===== src/inc/pps_pkg.sv =====
// package for the partner path status word block
package pps_pkg;
    // interface codes
    localparam logic [1:0] IF_ETHERNET_PORT_A = 2'h0;
    localparam logic [1:0] IF_ETHERNET_PORT_B = 2'h1;
    localparam logic [1:0] IF_ETHERNET_PORT_C = 2'h2;
    localparam logic [1:0] IF_SERIAL_WIDE_AREA_PORT = 2'h3;
    // send buffer occupancy codes
    localparam logic [1:0] BUF_NORMAL = 2'h0;
    localparam logic [1:0] BUF_ABOVE_90 = 2'h1;
    localparam logic [1:0] BUF_OVERFLOW = 2'h3;
    localparam int BUF_HIGH_PERCENT = 90;
    // lower byte field positions
    localparam int PB_REACHABLE = 0;
    localparam int PB_ALL_PATHS = 1;
    localparam int PB_BUF_LO = 2;
    localparam int PB_RESERVED = 4;
    localparam int PB_TEMP_REACH = 5;
    localparam int PB_TEMP_MODE = 6;
    localparam int PB_REDUNDANT = 7;
    // upper byte field positions
    localparam int QB_MAIN_STAT = 8;
    localparam int QB_SUB_STAT = 10;
    localparam int QB_MAIN_IF = 12;
    localparam int QB_SUB_IF = 14;
    localparam logic [15:0] WORD_RESET = 16'h0000;
    localparam int NUM_IF = 4;
    localparam int APB_ID = 0;
    // apb register byte addresses
    localparam logic [7:0] A_WORD = 8'h00;
    localparam logic [7:0] A_CFG = 8'h04;
    localparam logic [7:0] A_IRQ_STAT = 8'h08;
    localparam logic [7:0] A_IRQ_MASK = 8'h0c;
    localparam logic [1:0] CFG_RESET = 2'h0;

    // per-interface live link state
    typedef struct packed {
        logic [3:0] up;          // partner reachable over each interface
        logic [3:0] in_use;      // interface currently carrying the traffic
    } pps_link_t;

    // per-partner configuration
    typedef struct packed {
        logic [1:0] main_if;
        logic [1:0] sub_if;
        logic temp_mode;
    } pps_cfg_t;
endpackage


===== src/core/pps_status_word.sv =====
// partner path status word builder with apb access
//
// The register offsets and the APB interface to the registers were decided locally.
`timescale 1ns/1ns
module pps_status_word #(
    parameter int FILL_WIDTH = 8
) (
    input wire logic mclk_i,
    input wire logic reset_n_i,
    input wire logic clk_en_i,
    input wire pps_pkg::pps_link_t link_i,
    input wire logic partner_closed_i,
    input wire logic [FILL_WIDTH-1:0] fill_pct_i,
    input wire logic overflow_i,
    input wire logic psel_i,
    input wire logic penable_i,
    input wire logic pwrite_i,
    input wire logic [7:0] paddr_i,
    input wire logic [31:0] pwdata_i,
    output logic [31:0] prdata_o,
    output logic pready_o,
    output logic pslverr_o,
    output logic [15:0] status_word_o,
    output logic irq_o
);
    pps_pkg::pps_cfg_t cfg;
    logic [15:0] next_word;
    logic [15:0] word;
    logic [1:0] irq_stat;
    logic [1:0] irq_mask;
    logic [15:0] word_prev;
    logic overflow_prev;
    logic main_up, sub_up, main_use, sub_use, redundant;
    logic reach, temp_reach;
    logic [1:0] buf_code;
    logic wr, rd_hit;
    logic cfg_hit, mask_hit, stat_hit;
    logic word_changed, ovf_rise;
    logic [1:0] irq_set, irq_clr;
    logic [31:0] next_rdata;

    // pick the live state of one interface by its code
    function automatic logic if_bit(input logic [3:0] v, input logic [1:0] code);
        return v[code];
    endfunction

    // only two paths, both local interfaces of this device
    always_comb begin
        redundant = (cfg.main_if != cfg.sub_if);
        main_up = if_bit(link_i.up, cfg.main_if);
        main_use = if_bit(link_i.in_use, cfg.main_if);
        sub_up = redundant && if_bit(link_i.up, cfg.sub_if);
        sub_use = redundant && if_bit(link_i.in_use, cfg.sub_if);
    end

    // reachability; a temporary partner that closed itself, with no link in use, counts as reachable
    always_comb begin
        temp_reach = cfg.temp_mode && partner_closed_i && (link_i.in_use == 4'h0);
        reach = main_up || sub_up || temp_reach;
    end

    // buffer fill code, overflow has priority over the high mark
    always_comb begin
        if (overflow_i) begin
            buf_code = pps_pkg::BUF_OVERFLOW;
        end else if (32'(fill_pct_i) > pps_pkg::BUF_HIGH_PERCENT) begin
            buf_code = pps_pkg::BUF_ABOVE_90;
        end else begin
            buf_code = pps_pkg::BUF_NORMAL;
        end
    end

    // assemble the word, low byte partner, high byte path
    always_comb begin
        next_word = pps_pkg::WORD_RESET;
        next_word[pps_pkg::PB_REACHABLE] = reach;
        next_word[pps_pkg::PB_ALL_PATHS] = main_up && (sub_up || !redundant);
        next_word[pps_pkg::PB_BUF_LO +: 2] = buf_code;
        next_word[pps_pkg::PB_RESERVED] = 1'b0;
        next_word[pps_pkg::PB_TEMP_REACH] = temp_reach;
        next_word[pps_pkg::PB_TEMP_MODE] = cfg.temp_mode;
        next_word[pps_pkg::PB_REDUNDANT] = redundant;
        next_word[pps_pkg::QB_MAIN_STAT] = main_up;
        next_word[pps_pkg::QB_MAIN_STAT + 1] = main_use;
        next_word[pps_pkg::QB_SUB_STAT] = sub_up;
        next_word[pps_pkg::QB_SUB_STAT + 1] = sub_use;
        next_word[pps_pkg::QB_MAIN_IF +: 2] = cfg.main_if;
        next_word[pps_pkg::QB_SUB_IF +: 2] = cfg.sub_if;
    end

    // word register refreshes every enabled cycle, one cycle behind inputs
    always_ff @(posedge mclk_i or negedge reset_n_i) begin
        if (!reset_n_i) begin
            word <= pps_pkg::WORD_RESET;
        end else if (clk_en_i) begin
            word <= next_word;
        end
    end
    assign status_word_o = word;

    // apb handshake: zero wait states, so pready can stay high
    assign wr = psel_i && penable_i && pwrite_i;
    assign pready_o = 1'b1;

    // address decode shared by the write and error paths; the read mux compares paddr_i itself
    always_comb begin
        cfg_hit = (paddr_i == pps_pkg::A_CFG);
        mask_hit = (paddr_i == pps_pkg::A_IRQ_MASK);
        stat_hit = (paddr_i == pps_pkg::A_IRQ_STAT);
        rd_hit = (paddr_i == pps_pkg::A_WORD) || cfg_hit || stat_hit || mask_hit;
    end

    // error only in the access phase; an unmapped write is dropped, a read gives zero
    assign pslverr_o = psel_i && penable_i && !rd_hit;

    // configuration register steers the path selection
    always_ff @(posedge mclk_i or negedge reset_n_i) begin
        if (!reset_n_i) begin
            cfg <= '0;
        end else if (clk_en_i && wr && cfg_hit) begin
            cfg.main_if <= pwdata_i[1:0];
            cfg.sub_if <= pwdata_i[3:2];
            cfg.temp_mode <= pwdata_i[4];
        end
    end

    // interrupt mask, same layout as the sticky status
    always_ff @(posedge mclk_i or negedge reset_n_i) begin
        if (!reset_n_i) begin
            irq_mask <= 2'h0;
        end else if (clk_en_i && wr && mask_hit) begin
            irq_mask <= pwdata_i[1:0];
        end
    end

    // event strobes: bit0 any change of the word, bit1 overflow going high
    always_comb begin
        word_changed = (word != word_prev);
        ovf_rise = overflow_i && !overflow_prev;
        irq_set = {ovf_rise, word_changed};
        irq_clr = (wr && stat_hit) ? pwdata_i[1:0] : 2'h0;
    end

    // history for the edge detectors; resets like the word, so no false change event
    always_ff @(posedge mclk_i or negedge reset_n_i) begin
        if (!reset_n_i) begin
            word_prev <= pps_pkg::WORD_RESET;
            overflow_prev <= 1'b0;
        end else if (clk_en_i) begin
            word_prev <= word;
            overflow_prev <= overflow_i;
        end
    end

    // sticky status, write one to clear; set is or-ed last so it beats a clear
    always_ff @(posedge mclk_i or negedge reset_n_i) begin
        if (!reset_n_i) begin
            irq_stat <= 2'h0;
        end else if (clk_en_i) begin
            irq_stat <= (irq_stat & ~irq_clr) | irq_set;
        end
    end

    // level interrupt, high while an unmasked event is pending
    assign irq_o = |(irq_stat & irq_mask);

    // read mux; unmapped offsets read as zero
    always_comb begin
        case (paddr_i)
            pps_pkg::A_WORD: next_rdata = {16'h0, word};
            pps_pkg::A_CFG: next_rdata = {27'h0, cfg.temp_mode, cfg.sub_if, cfg.main_if};
            pps_pkg::A_IRQ_STAT: next_rdata = {30'h0, irq_stat};
            pps_pkg::A_IRQ_MASK: next_rdata = {30'h0, irq_mask};
            default: next_rdata = 32'h0;
        endcase
    end

    // read data taken in the setup cycle so it stands through the access phase;
    // an event landing in the access cycle shows on the next read, bits are sticky
    always_ff @(posedge mclk_i or negedge reset_n_i) begin
        if (!reset_n_i) begin
            prdata_o <= 32'h0;
        end else if (clk_en_i && psel_i && !penable_i) begin
            prdata_o <= next_rdata;
        end
    end

    // checks on the word layout itself
    a_reserved_zero: assert property (@(posedge mclk_i) disable iff (!reset_n_i)
        word[pps_pkg::PB_RESERVED] == 1'b0) else $error("reserved bit set");
    a_single_if_sub: assert property (@(posedge mclk_i) disable iff (!reset_n_i)
        word[15:14] == word[13:12] |-> word[11:10] == 2'h0 && !word[7])
        else $error("substitute status with one path");
    a_refresh_word: assert property (@(posedge mclk_i) disable iff (!reset_n_i)
        clk_en_i |=> word == $past(next_word)) else $error("word not refreshed");
    a_reach_main: assert property (@(posedge mclk_i) disable iff (!reset_n_i)
        word[8] |-> word[0]) else $error("path up but partner unreachable");
    a_all_paths: assert property (@(posedge mclk_i) disable iff (!reset_n_i)
        word[1] |-> word[8] && (word[10] || !word[7])) else $error("all paths wrong");
    a_buf_ovf: assert property (@(posedge mclk_i) disable iff (!reset_n_i)
        clk_en_i && overflow_i |=> word[3:2] == 2'h3) else $error("overflow code");
    a_buf_code: assert property (@(posedge mclk_i) disable iff (!reset_n_i)
        word[3:2] != 2'h2) else $error("illegal buffer code");
    a_temp_reach: assert property (@(posedge mclk_i) disable iff (!reset_n_i)
        word[5] |-> word[6] && word[0]) else $error("temporary reach wrong");
    a_redund_flag: assert property (@(posedge mclk_i) disable iff (!reset_n_i)
        word[7] == (word[15:14] != word[13:12])) else $error("redundancy flag");

    // main path field follows its interface one enabled cycle later, the substitute field only while the two codes differ
    a_main_path: assert property (@(posedge mclk_i) disable iff (!reset_n_i)
        clk_en_i
        |=> word[9:8] == $past({link_i.in_use[cfg.main_if], link_i.up[cfg.main_if]}))
        else $error("main path status wrong");
    a_sub_path: assert property (@(posedge mclk_i) disable iff (!reset_n_i)
        clk_en_i && (cfg.main_if != cfg.sub_if)
        |=> word[11:10] == $past({link_i.in_use[cfg.sub_if], link_i.up[cfg.sub_if]}))
        else $error("substitute path status wrong");
    a_sub_quiet: assert property (@(posedge mclk_i) disable iff (!reset_n_i)
        clk_en_i && (cfg.main_if == cfg.sub_if)
        |=> word[11:10] == 2'h0 && !word[7])
        else $error("substitute bits set with one interface");
    a_if_codes: assert property (@(posedge mclk_i) disable iff (!reset_n_i)
        clk_en_i
        |=> word[15:12] == $past({cfg.sub_if, cfg.main_if}))
        else $error("interface codes wrong");
    a_mode_bit: assert property (@(posedge mclk_i) disable iff (!reset_n_i)
        clk_en_i |=> word[6] == $past(cfg.temp_mode))
        else $error("connection mode bit wrong");

    // reachability from the live path state
    a_reach_path: assert property (@(posedge mclk_i) disable iff (!reset_n_i)
        clk_en_i && link_i.up[cfg.main_if] |=> word[0] && word[8])
        else $error("main path up but not reachable");
    a_all_reach: assert property (@(posedge mclk_i) disable iff (!reset_n_i)
        clk_en_i && link_i.up[cfg.main_if] && link_i.up[cfg.sub_if]
        |=> word[1])
        else $error("all paths up but flag low");
    a_not_all: assert property (@(posedge mclk_i) disable iff (!reset_n_i)
        clk_en_i && !link_i.up[cfg.main_if] |=> !word[1] && !word[8])
        else $error("main path down but flagged up");
    a_temp_closed: assert property (@(posedge mclk_i) disable iff (!reset_n_i)
        clk_en_i && cfg.temp_mode && partner_closed_i && (link_i.in_use == 4'h0)
        |=> word[5] && word[0])
        else $error("closed temporary partner not reachable");
    a_temp_open: assert property (@(posedge mclk_i) disable iff (!reset_n_i)
        clk_en_i && (link_i.in_use != 4'h0) |=> !word[5])
        else $error("temporary reach with a link open");
    a_temp_perm: assert property (@(posedge mclk_i) disable iff (!reset_n_i)
        clk_en_i && !cfg.temp_mode |=> !word[5] && !word[6])
        else $error("temporary bits in permanent mode");

    // buffer fill code below overflow
    a_buf_high: assert property (@(posedge mclk_i) disable iff (!reset_n_i)
        clk_en_i && !overflow_i && (32'(fill_pct_i) > pps_pkg::BUF_HIGH_PERCENT)
        |=> word[3:2] == pps_pkg::BUF_ABOVE_90)
        else $error("high mark code wrong");
    a_buf_normal: assert property (@(posedge mclk_i) disable iff (!reset_n_i)
        clk_en_i && !overflow_i && (32'(fill_pct_i) <= pps_pkg::BUF_HIGH_PERCENT)
        |=> word[3:2] == pps_pkg::BUF_NORMAL)
        else $error("normal fill code wrong");

    // freeze and sticky events
    a_frozen_word: assert property (@(posedge mclk_i) disable iff (!reset_n_i)
        !clk_en_i |=> $stable(word))
        else $error("word moved with clock enable low");
    a_word_event: assert property (@(posedge mclk_i) disable iff (!reset_n_i)
        clk_en_i && word_changed |=> irq_stat[0])
        else $error("word change not flagged");
    a_ovf_event: assert property (@(posedge mclk_i) disable iff (!reset_n_i)
        clk_en_i && ovf_rise |=> irq_stat[1])
        else $error("overflow rise not flagged");
    a_w1c_clear: assert property (@(posedge mclk_i) disable iff (!reset_n_i)
        clk_en_i && wr && stat_hit && pwdata_i[0] && !word_changed
        |=> !irq_stat[0])
        else $error("change flag not cleared");

    // register access
    a_cfg_write: assert property (@(posedge mclk_i) disable iff (!reset_n_i)
        clk_en_i && wr && cfg_hit
        |=> {cfg.temp_mode, cfg.sub_if, cfg.main_if} == $past(pwdata_i[4:0]))
        else $error("configuration write lost");
    a_cfg_hold: assert property (@(posedge mclk_i) disable iff (!reset_n_i)
        clk_en_i && !(wr && cfg_hit) |=> $stable(cfg))
        else $error("configuration changed without a write");
    a_mask_write: assert property (@(posedge mclk_i) disable iff (!reset_n_i)
        clk_en_i && wr && mask_hit
        |=> irq_mask == $past(pwdata_i[1:0]))
        else $error("mask write lost");
    a_read_word: assert property (@(posedge mclk_i) disable iff (!reset_n_i)
        clk_en_i && psel_i && !penable_i && (paddr_i == pps_pkg::A_WORD)
        |=> prdata_o == {16'h0, $past(word)})
        else $error("word read data wrong");
    a_unmapped_zero: assert property (@(posedge mclk_i) disable iff (!reset_n_i)
        clk_en_i && psel_i && !penable_i && !rd_hit
        |=> prdata_o == 32'h0)
        else $error("unmapped read not zero");
endmodule


===== config.mk =====
export PLATFORM = sky130hd
export DESIGN_NAME = pps_status_word
export DESIGN_NICKNAME = d
export VERILOG_FILES = /design/src/inc/pps_pkg.sv /design/src/core/pps_status_word.sv
export SDC_FILE = /design/constraint.sdc
export NUM_CORES = 1
export LEC_CHECK = 0
export BUFFER_PORTS_ARGS = -buffer_cell sky130_fd_sc_hd__buf_2
export CAP_MARGIN = 20
export CORE_MARGIN = 4
export CORE_UTILIZATION = 51
export DETAILED_ROUTE_END_ITERATION = 7
export GPL_ROUTABILITY_DRIVEN = 0
export PLACE_DENSITY = 0.91
export SYNTH_ARGS = -nofsm -noshare
export SYNTH_HDL_FRONTEND = slang
export SYNTH_SLANG_ARGS = --single-unit

===== constraint.sdc =====
create_clock -name mclk_i -period 2.44 [get_ports mclk_i]
set_input_delay 0.488 -clock mclk_i [delete_from_list [all_inputs] [get_ports mclk_i]]
set_output_delay 0.488 -clock mclk_i [all_outputs]
set_load 0.01 [all_outputs]

# == After elaboration in Yosys (flattened, before gate mapping) ==
# Index checks and enable logic that the tools add are counted.
# word_totals
reg_bits,72
out_inout_bits,51
elab_cells,61
# classes
magnitude_cmp,3
eq_ne,5
mux,12
bitwise_logic,4
n_reduce_logical,28
# op_table
operator,n
one-hot mux 16 bit (4 select lines),1
== test 8 x 4 -> 1 bit (second input constant),2
logical AND 1 bit,15
inequality test 15 bit,1
binary-select mux 1 bit (select 2 bit),4
== test 8 x 3 -> 1 bit (second input constant),1
greater-than comparator 8 x 7 -> 1 bit (second input constant),1
zero test 8 bit,1
logical OR 1 bit,6
less-than comparator 2 x 3 -> 1 bit (second input constant),2
two-way mux 1 bit,5
bitwise AND 2 bit,2
zero test 1 bit,4
zero test 4 bit,1
two-way mux 2 bit,2
inequality test 2 bit,1
inverter 2 bit,1
OR 2 bit,1
OR reduction 2 bit,1

# == Depth between registers and ports, before layout ==
# Gate-level depths: netlist of run 1.
# logic_depth
word_depth,7
ltp_mapped,5
mapped_depth_nobuf,4

# == Least setup slack after synthesis of run 1 ==
# No wires, ideal clock.
# synth_timing
path_type,in2reg
start,input port clk_en_i
end,register cfg[0] (netlist name)
setup_time_ns,0.125
arrival_ns,1.449
required_ns,2.315
setup_slack_ns,0.866
stages,5
cell_sequence,buf_4 -> and4_1 -> nand2_2 -> nor3_4 -> mux2_2
# synth_between
elab_chain_len,2
# synth_lines
item,line,rtl
start: declaration,pps_status_word.sv:10,"input wire logic clk_en_i,"
logical AND 1 bit (2 in a row),pps_status_word.sv:120,end else if (clk_en_i && wr && cfg_hit) begin
end: declaration,pps_status_word.sv:26,pps_pkg::pps_cfg_t cfg;
# No other way between the ends.
# A chain may end at the register's enable or synchronous reset.

# == Worst setup path after layout of run 1 ==
# layout_timing
start,input port paddr_i[7]
end,output port pslverr_o
# layout_between
elab_chain_len,6
word_cells_on_any_way,9
# layout_lines
item,line,rtl
start: declaration,pps_status_word.sv:18,"input wire logic [7:0] paddr_i,"
== test 8 x 3 -> 1 bit / zero test 8 bit (equally long branches),"pps_status_word.sv:107, pps_status_word.sv:110",
logical OR 1 bit (2 in a row),pps_status_word.sv:110,rd_hit = (paddr_i == pps_pkg::A_WORD) || cfg_hit || stat_hit || mask_hit;
logical OR 1 bit (*),pps_status_word.sv:110,
zero test 1 bit (*),pps_status_word.sv:114,assign pslverr_o = psel_i && penable_i && !rd_hit;
logical AND 1 bit (*),pps_status_word.sv:114,
end: declaration,pps_status_word.sv:22,"output logic pslverr_o,"
# Every way passes the cells marked *; elsewhere a longest branch is shown, timed or not.

==> results of run 1 <==
## cells by family (layout without fill, tap and decap cells)
logic type,after synthesis,after routing,share of synthesized area
xor+xnor,17,17,0.0558
flops,55,55,0.516
buf+inv,34,88,0.0802
other cells,2,18,0.00282
simple gates,35,35,0.0797
mux,34,34,0.169
compound gates,33,33,0.0966
## final timing paths
| path | startpoint | to | slack, ns | cells past startpoint |
|---|---|---|---|---|
| worst max-delay path | paddr_i[7] | pslverr_o | 0.61 | 5 |
| worst min-delay path | reset_n_i | status_word_o[3] | 0.30 | 2 |
| worst max register to register | status_word_o[15] | irq_stat[0] | 0.85 | 4 |
| worst min register to register | prdata_o[4] | prdata_o[4] | 0.50 | 1 |
| max in group asynchronous | reset_n_i | status_word_o[9] | 1.69 | 2 |
| min in group mclk_i | pwdata_i[2] | cfg[1] | 0.40 | 2 |
## where the power goes
part / internal, mW / switching [mW] / leakage [nW]
Sequential: 0.938 / 0.0296 / 0.730
Combinational: 0.0848 / 0.106 / 0.872
Clock: 0.202 / 0.276 / 0.0422
Total: 1.23 / 0.412 / 1.64
## flip-flops by register name, indices dropped and copies added, names as in the netlist
signal and flops:
cfg 5, word_prev 15, prdata_o 16, irq_stat 2, status_word_o 15, irq_mask 2
## through the flow
| stage | cell area, µm² | power (mW) | hold WS (ns) |
|---|---|---|---|
| after global placement | 3000 | 1.17 | 0.479 |
| final | 3080 | 1.64 | 0.302 |
| after global routing | 3080 | 1.71 | 0.357 |
| after CTS | 3080 | 1.65 | 0.320 |
| after detailed placement | 3000 | 1.18 | 0.485 |
| after floorplan | 2730 | 1.11 | 0.192 |
## worst reg2reg max path, stage by stage, from the launching register on
cell and delay (ns):
dfrtp_1 0.44, xor2_1 0.19, nor4_1 0.38, nand4_1 0.21
a22o_1 0.27
## cells in the final DEF, fill, tap and decap left out, types with 2 or more instances in the layout
master	n
mux4_2	6
and3_1	2
buf_4	4
nand2_1	6
clkbuf_8	5
mux2_2	28
nor3_1	2
xor2_1	15
clkbuf_1	2
nor4_1	4
a22o_1	17
dfrtp_1	55
buf_2	69
inv_1	7
o21ai_0	6
xnor2_1	2
a32o_1	2
conb_1	18
nand3_1	2
o2bb2ai_1	3
a21oi_1	2
nor2_1	7
nand4_1	3
## cells in the mapped netlist, types with 2 or more instances
master / instances
dfrtp_1: 55
mux2_2: 28
buf_4: 22
a22o_1: 17
xor2_1: 15
inv_1: 7
nor2_1: 7
mux4_2: 6
nand2_1: 6
o21ai_0: 6
nor4_1: 4
buf_2: 3
nand4_1: 3
o2bb2ai_1: 3
a21oi_1: 2
a32o_1: 2
and3_1: 2
clkbuf_1: 2
conb_1: 2
nand3_1: 2
nor3_1: 2
xnor2_1: 2
## layer usage
layer / GRT usage / wire, µm
met3: 0.0504 / 492
met5: 0 / 0
met2: 0.313 / 2830
met4: 0.0625 / 133
met1: 0.229 / 2200
## final cells by class
| type | count | area (µm²) | area share |
|---|---|---|---|
| Sequential cell | 55 | 1380 | 0.446 |
| Multi-Input combinational cell | 137 | 1140 | 0.369 |
| Timing Repair Buffer | 73 | 375 | 0.122 |
| Tap cell | 70 | 87.6 | 0.0284 |
| Clock buffer | 7 | 76.3 | 0.0247 |
| Inverter | 7 | 26.3 | 0.00852 |
| Clock inverter | 1 | 5.00 | 0.00162 |
==> run summary, run 1 <==
DP HPWL: 4.23 mm
post-synth top area share: 0.516
max-slew violation count: 0
Crit Path Class: primary input to primary output
vias in the first global route: 1866
initial drt markers: 140
CP Capture Type: primary output
initial antenna violation count: 0
cell area after synthesis: 2670 µm²
Rows: 26
DRC: 0
crit-path cells: buf_2, nor2_1, nand3_2, and3_1, buf_2
measured slew at the worst slew-check pin: 0.673 ns
Lkg Pwr: 1.64 nW
# Max-Cap Violations: 0
core area: 5070 µm²
clock-pin slew on the worst setup and hold paths: 0.09 ns
f_max: 0.546 GHz
Crit Path Max Fanout: 6
Mapped Cells: 210
Main synth FF type: dfrtp_1
endpoints failing hold: 0
TritonCTS clock tree: yes
Setup WS pre-CTS: 0.563 ns
Worst EP required: 1.95 ns
number of synthesized flops with an enable pin: 0
Cell variety after synth: 34
hold buffers post-CTS: 0
die width: 80.3 µm
area delta synth->final: 15.6%
first-pass GRT wire length: 9.01 mm
sequential area share after synthesis: 0.516
final wirelength: 5.65 mm
Yosys reg bits: 55
Post-CTS Setup Inserts: 0
Synth async-reset ratio: 1.00
aggregate global-route resource usage: 0.185
slowest cell on the critical path: and3_1
Clock Latency Late Sink: 0.30 ns
Routed Antenna Nets: 0
layout cells sized above 1: 0.425
Worst path max stage delay: 0.24 ns
Remaining Overflow, GRT: 0
status: finished clean
Mean Syn Cell Area: 12.7 µm²
average wire per standard cell: 16.1 µm
Worst Clk Skew: 0.00802 ns
first-pass iteration count of the detailed router: 4
IO Count: 115
CP most frequent cell: buf_2
Layout fillers: 414
synth warn: 0
crit path DAT: 1.34 ns
worst vdd ir: 0.296 mV
final setup TNS: 0 ns
cell taking the most area after synthesis: dfrtp_1
Final Util: 0.608
Final nets: 343
Die ar.: 6450 µm²
pwr dens: 531 nW/µm²
Via Count: 1893
Die Y: 80.3 µm
Sink Count: 55
WP buf/inv: 2
Via density: 5.41
Root Driver: clkbuf_8
# port buffers: 69
Tmin final: 1.83 ns
final worst setup slack: 0.610 ns
setup repair after global routing missed its margin: false
# H-tree levels: 2
Rel. slew slack: 0.552
Hold Path Class: primary input to asynchronous set/reset pin
# setup viols final: 0
Critical Path Source Type: primary input
fin cells: 350
Post-CTS Resized: 0
fin crit share: 0.750
Longest Clk Path Bufs: 2
Placed Cells: 342
top post-synthesis cells by area: dfrtp_1 52%, mux2_2 12%, buf_4 6.2%
Starting Density: 0.526
largest net degree at the start of global routing: 56
critical path's top delay family: simple AND/OR/NAND/NOR gates
Antenna diodes: 0
TritonCTS buffer count: 5
(Power assumes the default switching activity.)
==> run 2, diff against run 1 <==
CORE_UTILIZATION = 47   (was 51)
PLACE_DENSITY = 0.85   (was 0.91)
clock period = 1.8 ns   (was 2.44 ns; I/O delays follow)
==> run 2 against run 1 <==
Compared with the run above:
- via count shrank 3.8%
- critical path type unchanged
- register-to-register slack worse by 0.59 ns
- clock-buffer cell count is 1 lower
- design area up 1.9%
- combinational power grew 39%
==> run summary, run 2 (synthesis gave the netlist of run 1 again) <==
measured slew at the worst slew-check pin: 0.493 ns
initial antenna violation count: 0
initial drt markers: 128
Antenna diodes: 0
Remaining Overflow, GRT: 0
first-pass GRT wire length: 9.44 mm
Crit Path Class: primary input to primary output
WP buf/inv: 2
final hold slack: 0.0347 ns
Reg with most FFs: prdata_o
Design Area, Final: 3140 µm²
average wire per standard cell: 16.3 µm
placed cell area: 3030 µm²
GRT busiest layer: met2
area delta synth->final: 17.8%
Rows: 27
Pint: 1.84 mW
Comb pwr share: 0.110
sequential share of power: 0.543
crit path DAT: 1.18 ns
Reg2Reg Capture Point: irq_stat[0]
Via Count: 1822
first-pass iteration count of the detailed router: 4
Die Y: 83.3 µm
WP depth: 5
Pwr Total: 2.41 mW
max-slew violation count: 0
Sink Count: 55
clock share of power: 0.347
# setup viols final: 0
# H-tree levels: 2
Via density: 5.16
fin crit share: 0.854
Longest Clk Path Bufs: 2
# Max-Cap Violations: 0
Crit Reg-Reg Startpoint: status_word_o[5]
# port buffers: 69
Post-CTS Resized: 0
TritonCTS clock tree: yes
vias in the first global route: 1833
crit-path cells: buf_2, nor2_1, nand3_2, and3_1, buf_2
f_max: 0.650 GHz
endpoints failing hold: 0
sequential cell area: 1380 µm²
Switching Fraction: 0.237
Hold Path Class: primary input to asynchronous set/reset pin
met1 usage in global routing: 0.223
Placed Cells: 345
aggregate global-route resource usage: 0.171
CP most frequent cell: buf_2
P_sw: 573 µW
largest net degree at the start of global routing: 56
GR Util met2: 0.283
setup repair after global routing missed its margin: false
Starting Density: 0.484
Routed Antenna Nets: 0
final wirelength: 5.74 mm
slowest cell on the critical path: and3_1
Worst EP required: 1.44 ns
critical path's top delay family: simple AND/OR/NAND/NOR gates
worst vdd ir: 0.438 mV
Clock Latency Late Sink: 0.30 ns
Worst Clk Skew: 0.00702 ns
layout cells sized above 1: 0.434
Post-CTS Setup Inserts: 0
most frequent cells in the layout: 69 x buf_2, 55 x dfrtp_1, 28 x mux2_2
Final nets: 344
DRC: 0
Root Driver: clkbuf_8
Setup WS pre-CTS: 0.137 ns
TritonCTS buffer count: 5
die width: 83.3 µm
status: finished clean
Final Util: 0.571
Die ar.: 6940 µm²
Crit Path Max Fanout: 6
Worst path max stage delay: 0.23 ns
DP HPWL: 4.37 mm
final setup TNS: 0 ns
CP Capture Type: primary output
hold buffers post-CTS: 0
Worst Reg-to-Reg Cells: 4
final worst setup slack: 0.262 ns
flop-to-flop setup slack: 0.26 ns
Critical Path Source Type: primary input
Lkg Pwr: 1.67 nW
IO Count: 115
clock-pin slew on the worst setup and hold paths: 0.10 ns
pwr dens: 768 nW/µm²
GR Util met3: 0.0347
Tmin final: 1.54 ns
footprint of the multi-input gates: 1140 µm²
Largest register FFs: 16
commonest non-fill, non-tap cell in the layout: buf_2
fin cells: 353
core area: 5510 µm²
Layout fillers: 473
Rel. slew slack: 0.669
## run 2: cell types whose count changed in the layout (fill, tap and decap cells not counted)
| cell | delta |
|---|---|
| clkbuf_1 | -2 |
| buf_12 | +1 |
| clkbuf_8 | +1 |
| bufinv_16 | +1 |
## run 2: area by class of cell
cell class	instances	area share
sequential	55	0.438
multi-input combinational	137	0.362
timing repair buffer	74	0.126
tap	72	0.0287
clock buffer	6	0.0263
clock inverter	2	0.0111
inverter	7	0.00836
## run 2: how the worst max path moves through the flow
stage	startpoint	to
after floorplan	clk_en_i	cfg[0]
after global placement	paddr_i[7]	cfg[4]
after detailed placement	paddr_i[1]	cfg[0]
after CTS	status_word_o[5]	irq_stat[0]
after global routing	paddr_i[1]	pslverr_o
final	paddr_i[1]	pslverr_o
## run 2: routing by layer
layer | vias to the layer above | part of all wire | wire (µm)
met3 | 9 | 0.049 | 284
met5 | - | 0 | 0
met2 | 66 | 0.51 | 2940
li1 | 859 | - | -
met1 | 888 | 0.42 | 2420
met4 | 0 | 0.015 | 88
## run 2: power by group through the flow
stage | clock network [mW] | registers, mW | logic, mW
finish | 0.837 | 1.31 | 0.266
global route | 0.910 | 1.32 | 0.295
CTS | 0.850 | 1.31 | 0.269
detailed placement | 0 | 1.34 | 0.268
global placement | 0 | 1.33 | 0.259
floorplan | 0 | 1.33 | 0.177
